File: config.mk
export PLATFORM = sky130hd
export DESIGN_NAME = oc_protect
export DESIGN_NICKNAME = d
export VERILOG_FILES = /design/src/hw/oc_retry_timer.v /design/src/hw/oc_protect.v
export VERILOG_INCLUDE_DIRS = /design/src /design/src/hw
export SDC_FILE = /design/constraint.sdc
export NUM_CORES = 1
export LEC_CHECK = 0
export ABC_CLOCK_PERIOD_IN_PS = 3700
export BUFFER_PORTS_ARGS = -buffer_cell sky130_fd_sc_hd__buf_2
export CAP_MARGIN = 0
export CORE_ASPECT_RATIO = 0.8
export CORE_MARGIN = 4
export CORE_UTILIZATION = 45
export CTS_CLUSTER_SIZE = 16
export DETAILED_ROUTE_END_ITERATION = 8
export PLACE_DENSITY = 0.69
export SYNTH_ARGS = -nofsm -noshare
export SYNTH_HDL_FRONTEND = slang
export SYNTH_HIERARCHICAL = 1
export SYNTH_SLANG_ARGS = --single-unit
File: constraint.sdc
create_clock -name i_clk_sys -period 3.7 [get_ports i_clk_sys]
set_input_delay 0.74 -clock i_clk_sys [delete_from_list [all_inputs] [get_ports i_clk_sys]]
set_output_delay 0.74 -clock i_clk_sys [all_outputs]
set_load 0.005 [all_outputs]
File: src/hw/oc_protect_regs.vh
// register map, field layout, reset values and timing constants of the over-current protection block
// Summary of operation
// RULE1: fault only when current strictly exceeds threshold
// RULE2: host writes fault threshold, exponent minus two
// RULE3: delay field bits 2:0, 200 ms steps
// RULE4: status fault bit set for every response
// RULE5: host notified on fault for every response
// RULE6: code 00 runs on, constant-current limiting
// RULE7: code 11 disables output, then retry policy
// RULE8: retry 000 means stay off until cleared
// RULE9: retry 001..110 tries that many, then off
// RULE10: retry 111 retries until off or other fault
// RULE11: interval counted start to start of attempts
// RULE12: host writes warning threshold, exponent minus two
// RULE13: warning exceed may also shut output down
// RULE14: codes 01 and 10 act like code 11
`ifndef OC_PROTECT_REGS_VH
`define OC_PROTECT_REGS_VH

// command codes of the three registers
`define OC_FAULT_THR_ADDR 8'h46
`define OC_ACTION_ADDR 8'h47
`define OC_WARN_THR_ADDR 8'h4a

// reset values (exponent field 5'b11110 = minus two)
`define OC_FAULT_THR_RST 16'hf0a0
`define OC_ACTION_RST 8'hc0
`define OC_WARN_THR_RST 16'hf080

// linear format: mantissa field
`define LIN_MANT_MSB 10
`define LIN_MANT_LSB 0

// action register fields
`define ACT_DELAY_MSB 2
`define ACT_DELAY_LSB 0
`define ACT_RETRY_MSB 5
`define ACT_RETRY_LSB 3
`define ACT_RESP_MSB 7
`define ACT_RESP_LSB 6

// response and retry codes
`define RESP_CC_LIMIT 2'h0
`define RETRY_NONE 3'h0
`define RETRY_FOREVER 3'h7

// timing: one delay step and the clock rate
`define OC_STEP_MS 200
`define CLK_KHZ 100000
`define OC_STEP_CYCLES (`OC_STEP_MS * `CLK_KHZ)

`endif

File: src/hw/oc_retry_timer.v
// restart interval timer: counts a number of delay steps from a start pulse
`default_nettype none
`include "oc_protect_regs.vh"

module oc_retry_timer #(
    parameter STEP_CYCLES = `OC_STEP_CYCLES // clock cycles in one delay step
) (
    input wire i_clk_sys, // system clock
    input wire i_rst_b, // async reset, active low
    input wire i_start, // pulse: restart the interval
    input wire [2:0] i_steps, // interval length in steps
    output reg o_expired // pulse: interval over
);
    reg [31:0] cyc_cnt; // cycles within the current step
    reg [2:0] step_cnt; // steps left
    reg running; // interval in progress

    // a zero step count ends the interval one cycle after the start
    always @(posedge i_clk_sys or negedge i_rst_b) begin
        if (!i_rst_b) begin
            cyc_cnt <= 32'h0;
            step_cnt <= 3'h0;
            running <= 1'b0;
            o_expired <= 1'b0;
        end else begin
            o_expired <= 1'b0;
            if (i_start) begin // new attempt restarts the count [RULE11]
                cyc_cnt <= 32'h0;
                step_cnt <= i_steps; // [RULE3]
                running <= 1'b1;
            end else if (running) begin
                if (step_cnt == 3'h0) begin // all steps done
                    running <= 1'b0;
                    o_expired <= 1'b1;
                end else if (cyc_cnt == STEP_CYCLES - 1) begin
                    cyc_cnt <= 32'h0;
                    step_cnt <= step_cnt - 3'h1;
                end else begin
                    cyc_cnt <= cyc_cnt + 32'h1;
                end
            end
        end
    end
endmodule
`default_nettype wire

File: src/hw/oc_protect.v
// output over-current protection: thresholds, fault response and restart policy
`default_nettype none
`include "oc_protect_regs.vh"

module oc_protect #(
    parameter STEP_CYCLES = `OC_STEP_CYCLES // cycles per 200 ms step, shorten in simulation
) (
    input wire i_clk_sys, // system clock, 100 MHz
    input wire i_rst_b, // async reset, active low (bias loss)
    input wire i_reg_wr, // pulse: register write
    input wire i_reg_rd, // pulse: register read
    input wire [7:0] i_reg_cmd, // register command code
    input wire [15:0] i_reg_wdata, // write data
    output reg [15:0] o_reg_rdata, // read data, one cycle after read
    input wire [15:0] i_iout_meas, // measured output current, linear exp -2
    input wire i_ctrl_pin, // on/off pin, asynchronous
    input wire i_operation_on, // on/off command, same clock
    input wire i_other_fault, // another fault forces shutdown
    input wire i_fault_clear, // pulse: clear status and latched fault
    input wire i_warn_trip_en, // warning exceed also shuts down
    output reg o_output_enable, // converter output enabled
    output reg o_cc_limit, // hold current at fault threshold
    output reg o_status_oc_fault, // sticky over-current fault bit
    output reg o_status_oc_warn, // sticky over-current warning bit
    output reg o_host_alert // host notification, level
);
    localparam ST_IDLE = 2'h0; // commanded off
    localparam ST_RUN = 2'h1; // output on
    localparam ST_RETRY = 2'h2; // restart sequence running
    localparam ST_LATCH = 2'h3; // off until fault cleared

    reg [15:0] overcurrent_fault_threshold; // fault limit
    reg [7:0] overcurrent_fault_action; // response, retries, delay
    reg [15:0] overcurrent_warning_threshold; // warning limit
    reg [1:0] state; // protection state
    reg [1:0] next_state; // next protection state
    reg [2:0] attempts; // restart attempts made
    reg [2:0] next_attempts; // next attempt count
    reg failed; // current interval saw the fault again
    reg next_failed; // next failed flag
    reg next_output_enable; // next output enable
    reg next_cc_limit; // next limiter request
    reg timer_start; // pulse: begin a restart interval
    reg ctrl_s1, ctrl_s2, ctrl_s3; // pin synchroniser
    reg ctrl_on; // filtered pin level
    wire timer_expired; // interval over
    wire oc_trip; // fault threshold exceeded
    wire warn_trip; // warning threshold exceeded
    wire run_cmd; // output commanded on
    wire [1:0] resp; // response field
    wire [2:0] retries; // retry field

    // strict signed compare of linear mantissas; exponents assumed equal
    function above;
        input [15:0] meas;
        input [15:0] limit;
        begin
            above = $signed(meas[`LIN_MANT_MSB:`LIN_MANT_LSB]) > $signed(limit[`LIN_MANT_MSB:`LIN_MANT_LSB]);
        end
    endfunction

    // equality never trips, so the limit resolution sets the trip point
    assign oc_trip = above(i_iout_meas, overcurrent_fault_threshold); // [RULE1] [RULE2]
    assign warn_trip = above(i_iout_meas, overcurrent_warning_threshold); // [RULE12]
    assign run_cmd = ctrl_on & i_operation_on;
    assign resp = overcurrent_fault_action[`ACT_RESP_MSB:`ACT_RESP_LSB];
    assign retries = overcurrent_fault_action[`ACT_RETRY_MSB:`ACT_RETRY_LSB];

    // pin synchroniser: level accepted once stages two and three agree
    always @(posedge i_clk_sys or negedge i_rst_b) begin
        if (!i_rst_b) begin
            ctrl_s1 <= 1'b0;
            ctrl_s2 <= 1'b0;
            ctrl_s3 <= 1'b0;
            ctrl_on <= 1'b0;
        end else begin
            ctrl_s1 <= i_ctrl_pin;
            ctrl_s2 <= ctrl_s1;
            ctrl_s3 <= ctrl_s2;
            if (ctrl_s2 == ctrl_s3) begin
                ctrl_on <= ctrl_s3;
            end
        end
    end

    // register writes and reads by command code
    always @(posedge i_clk_sys or negedge i_rst_b) begin
        if (!i_rst_b) begin
            overcurrent_fault_threshold <= `OC_FAULT_THR_RST;
            overcurrent_fault_action <= `OC_ACTION_RST;
            overcurrent_warning_threshold <= `OC_WARN_THR_RST;
            o_reg_rdata <= 16'h0000;
        end else begin
            if (i_reg_wr) begin
                case (i_reg_cmd)
                    `OC_FAULT_THR_ADDR: overcurrent_fault_threshold <= i_reg_wdata;
                    `OC_ACTION_ADDR: overcurrent_fault_action <= i_reg_wdata[7:0];
                    `OC_WARN_THR_ADDR: overcurrent_warning_threshold <= i_reg_wdata;
                    default: ; // unknown codes ignored
                endcase
            end
            if (i_reg_rd) begin
                case (i_reg_cmd)
                    `OC_FAULT_THR_ADDR: o_reg_rdata <= overcurrent_fault_threshold;
                    `OC_ACTION_ADDR: o_reg_rdata <= {8'h00, overcurrent_fault_action};
                    `OC_WARN_THR_ADDR: o_reg_rdata <= overcurrent_warning_threshold;
                    default: o_reg_rdata <= 16'h0000; // unmapped reads zero
                endcase
            end
        end
    end

    // status bits: a trip in the clear cycle still sets the bit
    always @(posedge i_clk_sys or negedge i_rst_b) begin
        if (!i_rst_b) begin
            o_status_oc_fault <= 1'b0;
            o_status_oc_warn <= 1'b0;
            o_host_alert <= 1'b0;
        end else begin
            o_status_oc_fault <= oc_trip | (o_status_oc_fault & ~i_fault_clear); // [RULE4]
            o_status_oc_warn <= warn_trip | (o_status_oc_warn & ~i_fault_clear);
            // alert follows the sticky bits whatever the response code
            o_host_alert <= oc_trip | warn_trip | ((o_status_oc_fault | o_status_oc_warn) & ~i_fault_clear); // [RULE5]
        end
    end

    // protection state machine, next values
    always @* begin
        next_state = state;
        next_attempts = attempts;
        next_failed = failed;
        next_output_enable = o_output_enable;
        next_cc_limit = 1'b0;
        timer_start = 1'b0;
        if (i_other_fault) begin // another fault ends every retry [RULE10]
            next_state = ST_LATCH;
            next_output_enable = 1'b0;
        end else begin
            case (state)
                ST_IDLE: begin
                    next_output_enable = 1'b0;
                    if (run_cmd) begin
                        next_state = ST_RUN;
                        next_output_enable = 1'b1;
                    end
                end
                ST_RUN: begin
                    if (!run_cmd) begin
                        next_state = ST_IDLE;
                        next_output_enable = 1'b0;
                    end else if (oc_trip && resp == `RESP_CC_LIMIT) begin
                        next_cc_limit = 1'b1; // stay on, limit the current [RULE6]
                    end else if (oc_trip || (warn_trip && i_warn_trip_en)) begin // [RULE13]
                        // codes 01, 10 and 11 all shut down [RULE7] [RULE14]
                        next_output_enable = 1'b0;
                        next_attempts = 3'h0;
                        next_failed = 1'b1;
                        if (retries == `RETRY_NONE) begin
                            next_state = ST_LATCH; // [RULE8]
                        end else begin
                            next_state = ST_RETRY;
                            timer_start = 1'b1;
                        end
                    end
                end
                ST_RETRY: begin
                    if (!run_cmd) begin // commanded off stops retrying [RULE10]
                        next_state = ST_IDLE;
                        next_output_enable = 1'b0;
                    end else if (o_output_enable && oc_trip) begin
                        // attempt failed; wait out the interval off
                        next_output_enable = 1'b0;
                        next_failed = 1'b1;
                        // a trip on the expiry cycle would swallow the pulse and stall the sequence
                        timer_start = timer_expired;
                    end else if (timer_expired) begin
                        if (!failed) begin
                            next_state = ST_RUN; // attempt held a full interval
                        end else if (retries == `RETRY_FOREVER || attempts < retries) begin // [RULE9] [RULE10]
                            next_attempts = (attempts == 3'h7) ? attempts : attempts + 3'h1;
                            next_output_enable = 1'b1;
                            next_failed = 1'b0;
                            timer_start = 1'b1; // interval starts with the attempt [RULE11]
                        end else begin
                            next_state = ST_LATCH; // attempts used up [RULE9]
                        end
                    end
                end
                ST_LATCH: begin
                    next_output_enable = 1'b0;
                    if (i_fault_clear) begin
                        next_state = ST_IDLE; // [RULE8]
                    end
                end
                default: begin
                    next_state = ST_IDLE;
                    next_output_enable = 1'b0;
                end
            endcase
        end
    end

    // protection state registers
    always @(posedge i_clk_sys or negedge i_rst_b) begin
        if (!i_rst_b) begin
            state <= ST_IDLE;
            attempts <= 3'h0;
            failed <= 1'b0;
            o_output_enable <= 1'b0;
            o_cc_limit <= 1'b0;
        end else begin
            state <= next_state;
            attempts <= next_attempts;
            failed <= next_failed;
            o_output_enable <= next_output_enable;
            o_cc_limit <= next_cc_limit;
        end
    end

    // restart interval timer, delay taken from the action register
    oc_retry_timer #(
        .STEP_CYCLES(STEP_CYCLES)
    ) u_timer (
        .i_clk_sys(i_clk_sys),
        .i_rst_b(i_rst_b),
        .i_start(timer_start),
        .i_steps(overcurrent_fault_action[`ACT_DELAY_MSB:`ACT_DELAY_LSB]), // [RULE3]
        .o_expired(timer_expired)
    );
endmodule
`default_nettype wire

==> flow_metrics.env <==
export IMPL_grt_total_usage_pct=19.61
export IMPL_power_density_nw_per_um2=429.0
export IMPL_worst_ep_required_time_ps=3990
export IMPL_cts_buffer_depth=2
export IMPL_r2r_slack_ps=80
export IMPL_clk_latency_ps=360
export IMPL_combPwrFrac_pct=21.3
export IMPL_synth_mux_area_fraction_pct=8.706
export IMPL_final_util_pct=54.76
export IMPL_fin_tns_setup_ps=0
export IMPL_wl_per_cell_um=16.75
export IMPL_register_area_sq_um=2719
export IMPL_synth_top_area_share_pct=39.48
export IMPL_hold_violations=0
export IMPL_crit_slowest_cell="or4_4"
export IMPL_route_detailed_drc=0
export IMPL_syn2layout_area_growth_pct=17.87
export IMPL_first_global_vias=4892
export IMPL_num_rows=37
export IMPL_wl_mm=14.30
export IMPL_h_tree_depth=3
export IMPL_rsz0062_at_grt="true"
export IMPL_grt_max_degree=58
export IMPL_cts_sinks=108
export IMPL_yosysTopAreaCell="dfrtp_1"
export IMPL_synth_cells=600
export IMPL_timing_max_cap_violations=0
export IMPL_port_buffers=64
export IMPL_crit_family="simple AND/OR/NAND/NOR gates"
export IMPL_power_switching_share_pct=29.68
export IMPL_clock_fmax_mhz=273.3
export IMPL_place_ws_ps=-338.6
export IMPL_fp_coreArea_sq_um=12960
export IMPL_clkPwrFrac_pct=32.7
export IMPL_final_area_sq_um=7098
export IMPL_grt_pass1_wl_mm=24.29
export IMPL_synthTopCellsByArea="dfrtp_1, mux2_2, ha_1"
export IMPL_min_from="ctrl_s1"
export IMPL_initial_core_util_pct=46.46
export IMPL_ios=70
export IMPL_worstSetupEndpointType="register"
export IMPL_synth_edf_count=0
export IMPL_place_gp_congestion=0.8829
export IMPL_maxSlewHeadroom_pct=43.20
export IMPL_peakVddDrop_mv=0.2686
export IMPL_worstSetupStartpointType="input pin"
export IMPL_switching_power_mw=0.9036
export IMPL_syn_nets=683
export IMPL_ys_seq_area_share_pct=45.15
export IMPL_post_place_cells=835
export IMPL_hold_path_cell_count=0
export IMPL_final_nets=757
export IMPL_p_int_mw=2.141
export IMPL_slowest_delay_ps=560
export IMPL_fin_cells=854
export IMPL_cts_hold_buf=0
export IMPL_hpwl_mm=10.54
export IMPL_dpl_cell_area_sq_um=6696
export IMPL_path_buf_inv=1
export IMPL_yosysWarningCount=6
export IMPL_ys_ff_latch=108
export IMPL_cp_max_fo=6
export IMPL_synth_top_family_by_area="simple AND/OR/NAND/NOR gates"
export IMPL_initialDrtViolationCount=377
export IMPL_die_h_um=111.5
export IMPL_hold_class="reg -> reg"
export IMPL_worstRegToRegCells=13
export IMPL_synth_simple_gate_area_share_pct=19.16
export IMPL_crit_type="in -> reg"
export IMPL_synth_compound_area_share_pct=12.47
export IMPL_power_total_mw=3.045
export IMPL_fin_crit_sh_pct=98.88
export IMPL_worst_slew_pin_slew_ps=849.9
export IMPL_syn_area_sq_um=6022
export IMPL_reg2reg_from="overcurrent_fault_threshold[7]"
export IMPL_avgSynthCellArea_sq_um=10.04
export IMPL_finalCriticalPeriod_ps=3659
export IMPL_fin_hold_ws_ps=357.7
export IMPL_multi_input_area_sq_um=3151
export IMPL_synthFlopType="dfrtp_1"
export IMPL_async_flop_share_pct=100.0
export IMPL_status="completed"
export IMPL_r2r_end="u_timer/cyc_cnt[19]"
export IMPL_clock_root_buffer="clkbuf_16"
export IMPL_cts_tree="yes"
export IMPL_synthXorXnorAreaFrac_pct=2.472
export IMPL_cts_buffers=9
export IMPL_clkSlewWorstSetupHoldPaths_ps=70
export IMPL_slew_violations=0
export IMPL_setup_violations=0
export IMPL_vias_per_cell=5.731
export IMPL_first_pass_iters=5
export IMPL_cp_data_arrival_time_ps=3950
export IMPL_vias=4894
export IMPL_fillers=1170
export IMPL_postRouteAntennaNets=0
export IMPL_synth_fa_ha_area_share_pct=7.230
export IMPL_die_area_sq_um=15310
export IMPL_worstPathCellList="buf_8 -> ha_4 -> nor3b_4 -> o21ai_2 -> a2111o_1 -> o211ai_2 -> mux2_4 -> or3_4 -> a21oi_4 -> a21oi_4 -> or4_4 -> or3_4 -> a21oi_2"
export IMPL_p_leak_nw=3.143
export IMPL_antenna_found_initial=1
export IMPL_synth_distinct_cells=66
export IMPL_fin_worst_skew_ps=12.35
export IMPL_crit_cells=13
export IMPL_pwr_share_seq_pct=46.0
export IMPL_die_x_um=137.3
export IMPL_min_to="ctrl_s2"
export IMPL_drive_gt1_share_pct=28.28
export IMPL_antenna_cells=0
export IMPL_setup_ws_ps=41.26
export IMPL_grt_ovfl_total=0
-- flip-flops by register name, indices dropped and copies added, names as in the netlist --
signal	count
u_timer/cyc_cnt	32
o_reg_rdata	16
overcurrent_fault_threshold	16
overcurrent_warning_threshold	16
overcurrent_fault_action	8
attempts	3
u_timer/step_cnt	3
state	2
ctrl_on	1
ctrl_s1	1
ctrl_s2	1
ctrl_s3	1
failed	1
o_cc_limit	1
o_host_alert	1
o_output_enable	1
o_status_oc_fault	1
o_status_oc_warn	1
u_timer/o_expired	1
u_timer/running	1
-- logic make-up (layout without fill, tap and decap cells) --
family                   count (synthesis)  count (layout)
XOR/XNOR                                17              17
buffers and inverters                   68             147
multiplexers                            46              46
AND/OR/NAND/NOR                        212             212
AO/OA/AOI/OAI                          114             114
adder cells (fa/ha/maj)                 35              35
flip-flops                             108             108
-- synthesized netlist by cell type, drive strengths merged, types with 3 or more instances --
master,number
a211o,4
or4,6
nor3,4
nor2b,3
mux2,42
o21ai,25
nor2,48
and4,7
or2,4
xnor2,12
o211ai,4
dfstp,13
ha,34
a21oi,36
a22oi,17
a21o,3
nand4,25
a31oi,5
or3,8
nor4b,3
buf,11
xor2,5
nand2,40
nand3,23
nor3b,5
nor4,19
nand2b,3
a211oi,3
dfrtp,95
clkbuf,16
mux2i,4
and3,7
inv,41
-- how the worst max path moves through the flow --
stage | startpoint | to | slack (ps)
floorplan | i_iout_meas[10] | u_timer/cyc_cnt[21] | -80
global placement | i_iout_meas[10] | u_timer/cyc_cnt[19] | -260
detailed placement | i_iout_meas[10] | u_timer/cyc_cnt[17] | -340
CTS | i_iout_meas[10] | u_timer/cyc_cnt[17] | 30
global route | i_iout_meas[10] | u_timer/cyc_cnt[19] | -40
finish | i_iout_meas[10] | u_timer/cyc_cnt[19] | 40
-- layer usage --
metal | GRT usage (%) | part of all wire [%]
met5 | 0 | 0.084
met4 | 5.120 | 1.1
met3 | 4.878 | 5.2
met2 | 29.76 | 46
met1 | 28.11 | 47
-- cells in the final DEF, fill, tap and decap left out, drive strengths merged, types with 6 or more instances in the layout --
| cell | count |
|---|---|
| ha | 34 |
| nor4 | 19 |
| or4 | 6 |
| and4 | 7 |
| nand4 | 25 |
| mux2 | 42 |
| and3 | 7 |
| buf | 90 |
| a21oi | 36 |
| nor2 | 48 |
| inv | 42 |
| dfrtp | 95 |
| xnor2 | 12 |
| dfstp | 13 |
| a22oi | 17 |
| o21ai | 25 |
| nand3 | 23 |
| nand2 | 40 |
| or3 | 8 |
| clkbuf | 12 |
-- area by class of cell --
cell class / count / area share (%)
Tap cell: 175 / 3.085
Sequential cell: 108 / 38.30
Clock buffer: 12 / 3.473
Timing Repair Buffer: 90 / 7.791
Clock inverter: 4 / 0.7932
Multi-Input combinational cell: 424 / 44.39
Inverter: 41 / 2.168
-- repair_timing --
action	in CTS	in global routing
resized for setup	0	16
endpoints found under the setup margin	0	3
setup buffers	0	3
-- power groups by stage --
stage          combinational, mW  sequential, mW  clock, mW
2_1_floorplan              0.431            1.39          0
3_3_place_gp               0.602            1.41          0
3_5_place_dp               0.631            1.42          0
4_1_cts                    0.638            1.40       1.02
5_1_grt                    0.734            1.42       1.07
6_report                   0.649            1.40      0.995
Note: power is estimated with default switching activity, not from simulation.
